`src/shared/dss_defs.svh`:
```
/*
 * constants of the dual serial slave front end: register offsets, field
 * positions, reset values, address pattern and timing counts.
 * assumes it is included by bare name from the package and the design.
 */
`ifndef DSS_DEFS_SVH
`define DSS_DEFS_SVH

// ----------------------------------------
// register offsets
// ----------------------------------------
`define DSS_OFS_DEVICE_IDENTIFIER    8'h4d
`define DSS_OFS_MAKER_ID     8'h4e
`define DSS_OFS_SILICON_REV  8'h4f
`define DSS_OFS_LOCK_STATUS  8'h7f
`define DSS_OFS_CONTROL_TWO  8'h19

// ----------------------------------------
// fields and reset values
// ----------------------------------------
`define DSS_CTRL2_TIMEOUT_BIT 6
`define DSS_CTRL2_RESET       8'h00
`define DSS_LOCK_BIT          0
`define DSS_UNMAPPED_READ     8'h00

// ----------------------------------------
// slave address
// ----------------------------------------
`define DSS_ADDR_UPPER       4'h9
`define DSS_ADDR_LOW_GND     3'h0
`define DSS_ADDR_LOW_FLOAT   3'h2
`define DSS_ADDR_LOW_VCC     3'h3
`define DSS_PIN_LOW          2'h0
`define DSS_PIN_FLOAT        2'h1
`define DSS_PIN_HIGH         2'h2

// ----------------------------------------
// crc and selection
// ----------------------------------------
`define DSS_CRC_POLY         8'h07
`define DSS_CS_PULSES        2'h3

// ----------------------------------------
// timing
// ----------------------------------------
`define DSS_CLK_HZ           20000000
`define DSS_TIMEOUT_MS       25
`define DSS_TIMEOUT_CYCLES   ((`DSS_TIMEOUT_MS * `DSS_CLK_HZ) / 1000)
`define DSS_CNT_W            20

`endif

```
`src/shared/dss_pkg.sv`:
```
/*
 * types of the dual serial slave front end.
 * assumes dss_defs.svh is on the include path.
 */
`default_nettype none
`include "dss_defs.svh"

package dss_pkg;

   // ----------------------------------------
   // bus engine states
   // ----------------------------------------
   typedef enum logic [2:0] {
      DSS_IDLE,
      DSS_ADDR,
      DSS_ADDR_ACK,
      DSS_WR_BYTE,
      DSS_WR_ACK,
      DSS_RD_BYTE,
      DSS_RD_ACK
   } dssState_t;

   typedef logic [`DSS_CNT_W-1:0] dssCnt_t;

   // ----------------------------------------
   // whole module state
   // ----------------------------------------
   typedef struct packed {
      logic       sclS1;
      logic       sclS2;
      logic       sclD;
      logic       sdaS1;
      logic       sdaS2;
      logic       sdaD;
      logic       csS1;
      logic       csS2;
      logic       csD;
      logic [1:0] pinS1;
      logic [1:0] pinS2;
      logic [1:0] csEdges;
      logic       locked;
      dssState_t  st;
      logic [3:0] bitCnt;
      logic [7:0] shift;
      logic       isRead;
      logic [1:0] byteCnt;
      logic [7:0] ptr;
      logic [7:0] dataW;
      logic [7:0] txByte;
      logic       sdaDrv;
      logic [7:0] crc;
      logic       pecOk;
      logic       matchSeen;
      logic       addrLatched;
      logic [2:0] addrLow;
      logic [7:0] ctrlTwo;
      dssCnt_t    toCnt;
   } dssRegs_t;

endpackage : dss_pkg

`default_nettype wire
```
`src/hw/dss_slave.sv`:
```
/*
 * two-wire slave front end with chip-select driven four-wire lock,
 * late-latched pin address, optional bus timeout and crc-8 packet check.
 * assumes: sclIn, sdaIn, chipSelN and addrPinLevel are asynchronous pins;
 * sdaIn is the resolved open-drain wire; swReset is a clk-domain pulse.
 */
// Functional notes
// - port starts in two-wire mode; nothing can lock two-wire mode.
// - third chip-select rising edge selects and locks four-wire mode.
// - four-wire lock holds until power is removed.
// - software reset leaves interface selection and lock untouched.
// - lock status bit 0 reads 1 once locked, 0 in two-wire mode.
// - address is 1001 plus pin code: low 000, float 010, high 011.
// - pin address latched at eighth clock of second matching transfer.
// - control two bit 6 enables 25 ms inactivity timeout; default off.
// - packet check happens only if master clocks the extra byte.
// - packet check byte is crc-8, polynomial x^8+x^2+x+1.
// - after start, seven address bits msb first plus direction shift in.
// - matching address acknowledged by pulling data low for ninth clock.
// - direction 0 means master writes, 1 means master reads.
// - bytes take nine clocks; data moves only while clock is low.
// - direction fixed per transfer; no mixing read and write.
// - no register address auto-increment in two-wire mode.
// - read-only device and maker identifier registers at 4d and 4e.
// - revision register: stepping low nibble, version high nibble.
// - pointer set by the pointer byte of any write; software reset clears it.
`default_nettype none
`include "dss_defs.svh"

module dss_slave
   import dss_pkg::*;
#(
   parameter logic [7:0] DEVICE_IDENTIFIER      = 8'h5a, // arbitrary value
   parameter logic [7:0] MAKER_ID       = 8'hc3, // arbitrary value
   parameter logic [3:0] VERSION        = 4'h1,  // arbitrary value
   parameter logic [3:0] STEPPING       = 4'h0,  // arbitrary value
   parameter int         TIMEOUT_CYCLES = `DSS_TIMEOUT_CYCLES
) (
   input  wire logic       clk,
   input  wire logic       rst,
   input  wire logic       sclIn,
   input  wire logic       sdaIn,
   output logic            sdaOut,
   output logic            sdaOe,
   input  wire logic       chipSelN,
   input  wire logic [1:0] addrPinLevel,
   input  wire logic       swReset,
   output logic            fourWireLocked
);

   if (TIMEOUT_CYCLES < 1 || TIMEOUT_CYCLES >= (1 << `DSS_CNT_W)) begin : g_badTimeout
      $error("TIMEOUT_CYCLES does not fit the timeout counter");
   end

   // ----------------------------------------
   // helpers
   // ----------------------------------------
   function automatic logic [7:0] crc8(input logic [7:0] c, input logic [7:0] b);
      logic [7:0] r;
      r = c ^ b;
      for (int i = 0; i < 8; i++) begin
         r = r[7] ? ((r << 1) ^ `DSS_CRC_POLY) : (r << 1);
      end
      return r;
   endfunction : crc8

   function automatic logic [7:0] regRead(input logic [7:0] p, input logic [7:0] c2,
                                          input logic lk);
      unique case (p)
         `DSS_OFS_DEVICE_IDENTIFIER:   regRead = DEVICE_IDENTIFIER;
         `DSS_OFS_MAKER_ID:    regRead = MAKER_ID;
         `DSS_OFS_SILICON_REV: regRead = {VERSION, STEPPING};
         `DSS_OFS_LOCK_STATUS: regRead = {7'h00, lk};
         `DSS_OFS_CONTROL_TWO: regRead = c2;
         default:              regRead = `DSS_UNMAPPED_READ;
      endcase
   endfunction : regRead

   function automatic logic [2:0] pinCode(input logic [1:0] lv);
      unique case (lv)
         `DSS_PIN_LOW:   pinCode = `DSS_ADDR_LOW_GND;
         `DSS_PIN_FLOAT: pinCode = `DSS_ADDR_LOW_FLOAT;
         default:        pinCode = `DSS_ADDR_LOW_VCC;
      endcase
   endfunction : pinCode

   dssRegs_t q;
   dssRegs_t n;

   logic sclRise;
   logic sclFall;
   logic startCond;
   logic stopCond;
   logic activity;
   logic csRise;
   logic [6:0] ownAddr;

   assign sclRise   = q.sclS2 & ~q.sclD;
   assign sclFall   = ~q.sclS2 & q.sclD;
   assign startCond = q.sclS2 & q.sclD & q.sdaD & ~q.sdaS2;
   assign stopCond  = q.sclS2 & q.sclD & ~q.sdaD & q.sdaS2;
   assign activity  = (q.sclS2 ^ q.sclD) | (q.sdaS2 ^ q.sdaD);
   assign csRise    = q.csS2 & ~q.csD;
   // address follows the pin until the second matching transfer freezes it
   assign ownAddr   = {`DSS_ADDR_UPPER, q.addrLatched ? q.addrLow : pinCode(q.pinS2)};

   // ----------------------------------------
   // next state
   // ----------------------------------------
   always_comb begin
      logic [7:0] b;
      logic [7:0] rd;
      b  = {q.shift[6:0], q.sdaS2};
      rd = regRead(q.ptr, q.ctrlTwo, q.locked);
      n = q;
      n.sclS1 = sclIn;
      n.sclS2 = q.sclS1;
      n.sclD  = q.sclS2;
      n.sdaS1 = sdaIn;
      n.sdaS2 = q.sdaS1;
      n.sdaD  = q.sdaS2;
      n.csS1  = chipSelN;
      n.csS2  = q.csS1;
      n.csD   = q.csS2;
      n.pinS1 = addrPinLevel;
      n.pinS2 = q.pinS1;

      // only chip-select pulses can move the port out of two-wire mode
      if (!q.locked && csRise) begin
         n.csEdges = q.csEdges + 2'h1;
         if (q.csEdges == `DSS_CS_PULSES - 2'h1) begin
            n.locked = 1'b1;
         end
      end

      if (swReset) begin
         n.ctrlTwo = `DSS_CTRL2_RESET;
         n.ptr     = 8'h00;
      end

      if (q.st == DSS_IDLE || activity) begin
         n.toCnt = '0;
      end else begin
         n.toCnt = q.toCnt + dssCnt_t'(1);
      end

      if (q.locked) begin
         // four-wire framing lives elsewhere; two-wire engine stays parked
         n.st     = DSS_IDLE;
         n.sdaDrv = 1'b0;
      end else if (startCond) begin
         n.st      = DSS_ADDR;
         n.bitCnt  = 4'h0;
         n.crc     = 8'h00;
         n.byteCnt = 2'h0;
         n.pecOk   = 1'b0;
         n.sdaDrv  = 1'b0;
      end else if (stopCond) begin
         if (q.st != DSS_IDLE && !q.isRead && q.ptr == `DSS_OFS_CONTROL_TWO &&
             (q.byteCnt == 2'h2 || (q.byteCnt == 2'h3 && q.pecOk))) begin
            n.ctrlTwo = q.dataW;
         end
         n.st     = DSS_IDLE;
         n.sdaDrv = 1'b0;
      end else if (q.st != DSS_IDLE && q.ctrlTwo[`DSS_CTRL2_TIMEOUT_BIT] &&
                   q.toCnt == dssCnt_t'(TIMEOUT_CYCLES - 1)) begin
         n.st     = DSS_IDLE;
         n.sdaDrv = 1'b0;
      end else if (sclRise) begin
         unique case (q.st)
            DSS_ADDR: begin
               n.shift  = b;
               n.bitCnt = q.bitCnt + 4'h1;
               if (q.bitCnt == 4'h7) begin
                  if (b[7:1] == ownAddr) begin
                     n.st     = DSS_ADDR_ACK;
                     n.isRead = b[0];
                     n.crc    = crc8(q.crc, b);
                     if (!q.addrLatched) begin
                        n.matchSeen = 1'b1;
                        if (q.matchSeen) begin
                           n.addrLatched = 1'b1;
                           n.addrLow     = pinCode(q.pinS2);
                        end
                     end
                  end else begin
                     n.st = DSS_IDLE;
                  end
               end
            end
            DSS_WR_BYTE: begin
               n.shift  = b;
               n.bitCnt = q.bitCnt + 4'h1;
               if (q.bitCnt == 4'h7) begin
                  n.st  = DSS_WR_ACK;
                  n.crc = crc8(q.crc, b);
                  if (q.byteCnt != 2'h3) begin
                     n.byteCnt = q.byteCnt + 2'h1;
                  end
                  unique case (q.byteCnt)
                     2'h0: n.ptr   = b;
                     2'h1: n.dataW = b;
                     2'h2: n.pecOk = (b == q.crc);
                     default: n.pecOk = 1'b0;
                  endcase
               end
            end
            DSS_RD_BYTE: begin
               n.bitCnt = q.bitCnt + 4'h1;
               if (q.bitCnt == 4'h7) begin
                  n.st = DSS_RD_ACK;
               end
            end
            DSS_RD_ACK: begin
               if (q.sdaS2) begin
                  n.st = DSS_IDLE;
               end else begin
                  // acknowledged data earns the crc byte: the optional check
                  n.txByte = q.crc;
                  n.crc    = crc8(q.crc, q.crc);
                  n.st     = DSS_RD_BYTE;
                  n.bitCnt = 4'h0;
               end
            end
            default: ;
         endcase
      end else if (sclFall) begin
         unique case (q.st)
            DSS_ADDR_ACK: begin
               if (!q.sdaDrv) begin
                  n.sdaDrv = 1'b1;
               end else if (q.isRead) begin
                  n.txByte = rd;
                  n.crc    = crc8(q.crc, rd);
                  n.st     = DSS_RD_BYTE;
                  n.bitCnt = 4'h0;
                  n.sdaDrv = ~rd[7];
               end else begin
                  n.st     = DSS_WR_BYTE;
                  n.bitCnt = 4'h0;
                  n.sdaDrv = 1'b0;
               end
            end
            DSS_WR_ACK: begin
               if (!q.sdaDrv) begin
                  n.sdaDrv = 1'b1;
               end else begin
                  n.st     = DSS_WR_BYTE;
                  n.bitCnt = 4'h0;
                  n.sdaDrv = 1'b0;
               end
            end
            DSS_RD_BYTE: begin
               if (q.bitCnt == 4'h0) begin
                  n.sdaDrv = ~q.txByte[7];
               end else begin
                  n.sdaDrv = ~q.txByte[3'h7 - q.bitCnt[2:0]];
               end
            end
            DSS_RD_ACK: n.sdaDrv = 1'b0;
            default: ;
         endcase
      end
   end

   // ----------------------------------------
   // state register
   // ----------------------------------------
   always_ff @(posedge clk or posedge rst) begin
      if (rst) begin
         q <= '{st: DSS_IDLE, ctrlTwo: `DSS_CTRL2_RESET, sclS1: 1'b1, sclS2: 1'b1,
                sclD: 1'b1, sdaS1: 1'b1, sdaS2: 1'b1, sdaD: 1'b1, csS1: 1'b1,
                csS2: 1'b1, csD: 1'b1, default: '0};
      end else begin
         q <= n;
      end
   end

   // open drain: only ever pull low
   assign sdaOut         = 1'b0;
   assign sdaOe          = q.sdaDrv;
   assign fourWireLocked = q.locked;
endmodule : dss_slave

`default_nettype wire

```
`config.mk`:
```
export PLATFORM = sky130hd
export DESIGN_NAME = dss_slave
export DESIGN_NICKNAME = d
export VERILOG_FILES = /design/src/shared/dss_pkg.sv /design/src/hw/dss_slave.sv
export VERILOG_INCLUDE_DIRS = /design/src /design/src/shared
export SDC_FILE = /design/constraint.sdc
export NUM_CORES = 1
export LEC_CHECK = 0
export BUFFER_PORTS_ARGS = -buffer_cell sky130_fd_sc_hd__buf_4
export CAP_MARGIN = 25
export CORE_MARGIN = 2
export CORE_UTILIZATION = 24
export DETAILED_ROUTE_END_ITERATION = 10
export MAX_ROUTING_LAYER = met4
export PLACE_DENSITY_LB_ADDON = 0.15
export SLEW_MARGIN = 40
export SYNTH_ARGS = -nofsm -noshare
export SYNTH_HDL_FRONTEND = slang
export SYNTH_SLANG_ARGS = --single-unit
```
`constraint.sdc`:
```
create_clock -name clk -period 4.09 [get_ports clk]
set_input_delay 0.409 -clock clk [delete_from_list [all_inputs] [get_ports clk]]
set_output_delay 0.409 -clock clk [all_outputs]
set_load 0.005 [all_outputs]
```
==> flow_metrics.tcl <==
set metrics [dict create \
    worst-setup-path-type "reg -> reg" \
    powerDensity_nw_per_um2 481 \
    relSlewSlack 0.545 \
    grt_max_degree 80 \
    fp.dieH_um 158 \
    synth_seq_cells 99 \
    cts-root-buf "clkbuf_16" \
    grt_setup_unrepaired "no" \
    grt_pass1_vias 4252 \
    initial_core_util 0.244 \
    drc 0 \
    cts_made_buffers 9 \
    cts_tree "yes" \
    synth_edf_count 0 \
    max_stage_delay_ps 560 \
    min_period_ps 2880 \
    reg2regPathDepth 8 \
    dr.pass1.iters 4 \
    dp_hpwl_um 10700 \
    reg2reg_setup_slack_ps 1210 \
    stdcell_count 902 \
    crit_family "simple AND/OR/NAND/NOR gates" \
    cts.sinks 99 \
    antenna_found_initial 0 \
    port_buffers 9 \
    syn_inst 576 \
    fin_setup_tns_ps 0 \
    rr_startpoint "q[84]" \
    synth_cell_type_count 72 \
    cp_num_buf_inv 1 \
    status "complete, no violations" \
    die_w_um 158 \
    clk_latency_ps 350 \
    ir_worst_vdd_mv 0.195 \
    track_usage 0.130 \
    syn_avg_cell_area_sq_um 9.90 \
    syn2layout_area_growth_pct 12.2 \
    drive_above_1_share 0.146 \
    finalSetupViolations 0 \
    setup.worst_path.start_class "flip-flop" \
    critPathCaptureType "flip-flop" \
    num_vias 4219 \
    cp_data_required_time_ps 4330 \
    power_w 0.00308 \
    dieArea_sq_um 25000 \
    fin_skew_ps 7.75 \
    ctsHoldBuffers 0 \
    tightest_slew_ps 680 \
    worstReg2RegEnd "q[45]" \
    overflow 0 \
    path_cells "or3_1 -> nand4_2 -> a2bb2oi_1 -> buf_4 -> nand2_1 -> a2bb2oi_2 -> nor4_4 -> mux2_2" \
    async_flop_share 1.00 \
    drv_cap 0 \
    syn_nets 598 \
    gp_congestion 0.778 \
    design.portCount 11 \
    h-tree-depth 3 \
    path_clk_slew_ps 70 \
    ys_seq_area_frac 0.436 \
    post-place-cells 886 \
    syn_area_sq_um 5700 \
    rows 56 \
    wl_per_cell_um 16.3 \
    coreArea_sq_um 23400 \
    arrival_ps 3120 \
    hold_path_class "in -> async" \
    grt_pass1_wl_um 23900 \
    synthFlopType "dfrtp_1" \
    viasPerCell 4.68 \
    dr.first_iter.drc_count 355 \
    final_nets 600 \
    post_cts_resized 0 \
    slew_violations 0 \
    yosysWarnings 0 \
    clockBufferDepth 2 \
    fin_crit_sh 0.703 \
    ant_nets 0 \
    p_leak_nw 2.60 \
    max_freq_mhz 348 \
    cpMaxStageDelayCell "dfrtp_1" \
    hold_viol 0 \
    crit_fanout 17 \
    cts_setup_buffers 0 \
    antenna_cells 0 \
    wl_um 14700 \
]
-- final cells by class --
type / count / area [sq um]
Timing Repair Buffer: 15 / 113
Tap cell: 319 / 399
Inverter: 30 / 120
Fill cell: 2528 / 17000
Clock inverter: 6 / 43.8
Multi-Input combinational cell: 423 / 3000
Clock buffer: 10 / 239
Sequential cell: 99 / 2490
-- placed cells by master (no fill, tap or decap), types with 9 or more instances in the layout --
cell,count
nand2_1,56
nor3_1,12
dfrtp_1,90
nor2_1,37
xor2_1,16
mux2_2,21
a21oi_1,10
xnor2_1,30
buf_4,15
nand2b_1,11
clkbuf_16,9
inv_1,29
ha_1,14
dfstp_2,9
o21ai_0,47
nand3_1,27
-- synth_stat cells (all sizes together), types with 6 or more instances --
master / n / share of area
a21oi: 12 / 0.012
nor3: 12 / 0.011
dfrtp: 90 / 0.39
mux2: 21 / 0.041
inv: 30 / 0.020
xnor3: 6 / 0.024
buf: 8 / 0.0077
or3: 8 / 0.0088
nand4: 9 / 0.011
nand2b: 11 / 0.012
o21ai: 48 / 0.042
clkbuf: 16 / 0.011
xnor2: 32 / 0.052
nand2: 56 / 0.037
xor2: 17 / 0.027
nand3: 28 / 0.025
dfstp: 9 / 0.041
nor2: 37 / 0.024
ha: 14 / 0.031
nor4: 8 / 0.017
and3: 6 / 0.0066
mux2i: 7 / 0.012
o21a: 7 / 0.0092
-- per-stage QoR --
step            util  area [sq um]  worst slack [ps]  hold WS (ps)
2_1_floorplan      -          5700              1110           331
3_3_place_gp   0.261          6110              1250           334
3_5_place_dp   0.261          6120              1200           337
4_1_cts        0.273          6400              1200           141
5_1_grt        0.274          6400               923           134
6_report       0.274          6400              1210           128
-- logic make-up (layout without fill, tap and decap cells) --
group,Yosys count,after routing,share of synthesized area
buffers and inverters,54,61,0.0380
other,1,1,0.000658
adders and majority gates,14,14,0.0307
and+or+nand+nor,212,212,0.203
AOI/OAI and AO/OA,112,112,0.131
muxes,29,29,0.0577
xor gates and xnor gates,55,55,0.103
DFF,99,99,0.436
-- layer usage --
layer / up-vias / track usage / share of wire
met3: 17 / 0.0276 / 0.035
met2: 72 / 0.198 / 0.46
met5: - / - / 0
met1: 2088 / 0.174 / 0.49
li1: 2042 / - / -
met4: 0 / 0.0378 / 0.018
-- state kept, by name (all words and copies together) (netlist names) --
register,cells
sdaOe,1
n,8
q,89
fourWireLocked,1
-- where the power goes --
| group | internal, W | switching, W |
|---|---|---|
| logic | 0.000504 | 0.000500 |
| clock network | 0.000434 | 0.000404 |
| registers | 0.00107 | 0.000170 |
-- worst reg2reg max path, cell delays in order (launching register included) --
cell and delay (ps):
dfrtp_1 560, or3_1 520, nand4_2 130, a2bb2oi_1 170, buf_4 200, nand2_1 130, a2bb2oi_2 170, nor4_4 480
mux2_2 410
-- worst max path at each step --
stage	from	end	slack (ps)	cells past startpoint
5_1_grt	n[98]	q[66]	920	8
4_1_cts	q[84]	q[45]	1200	8
2_1_floorplan	rst	fourWireLocked	1110	1
3_3_place_gp	q[84]	q[45]	1250	8
6_report	q[84]	q[45]	1210	8
3_5_place_dp	q[84]	q[45]	1200	8
Note: power is estimated with default switching activity, not from simulation.
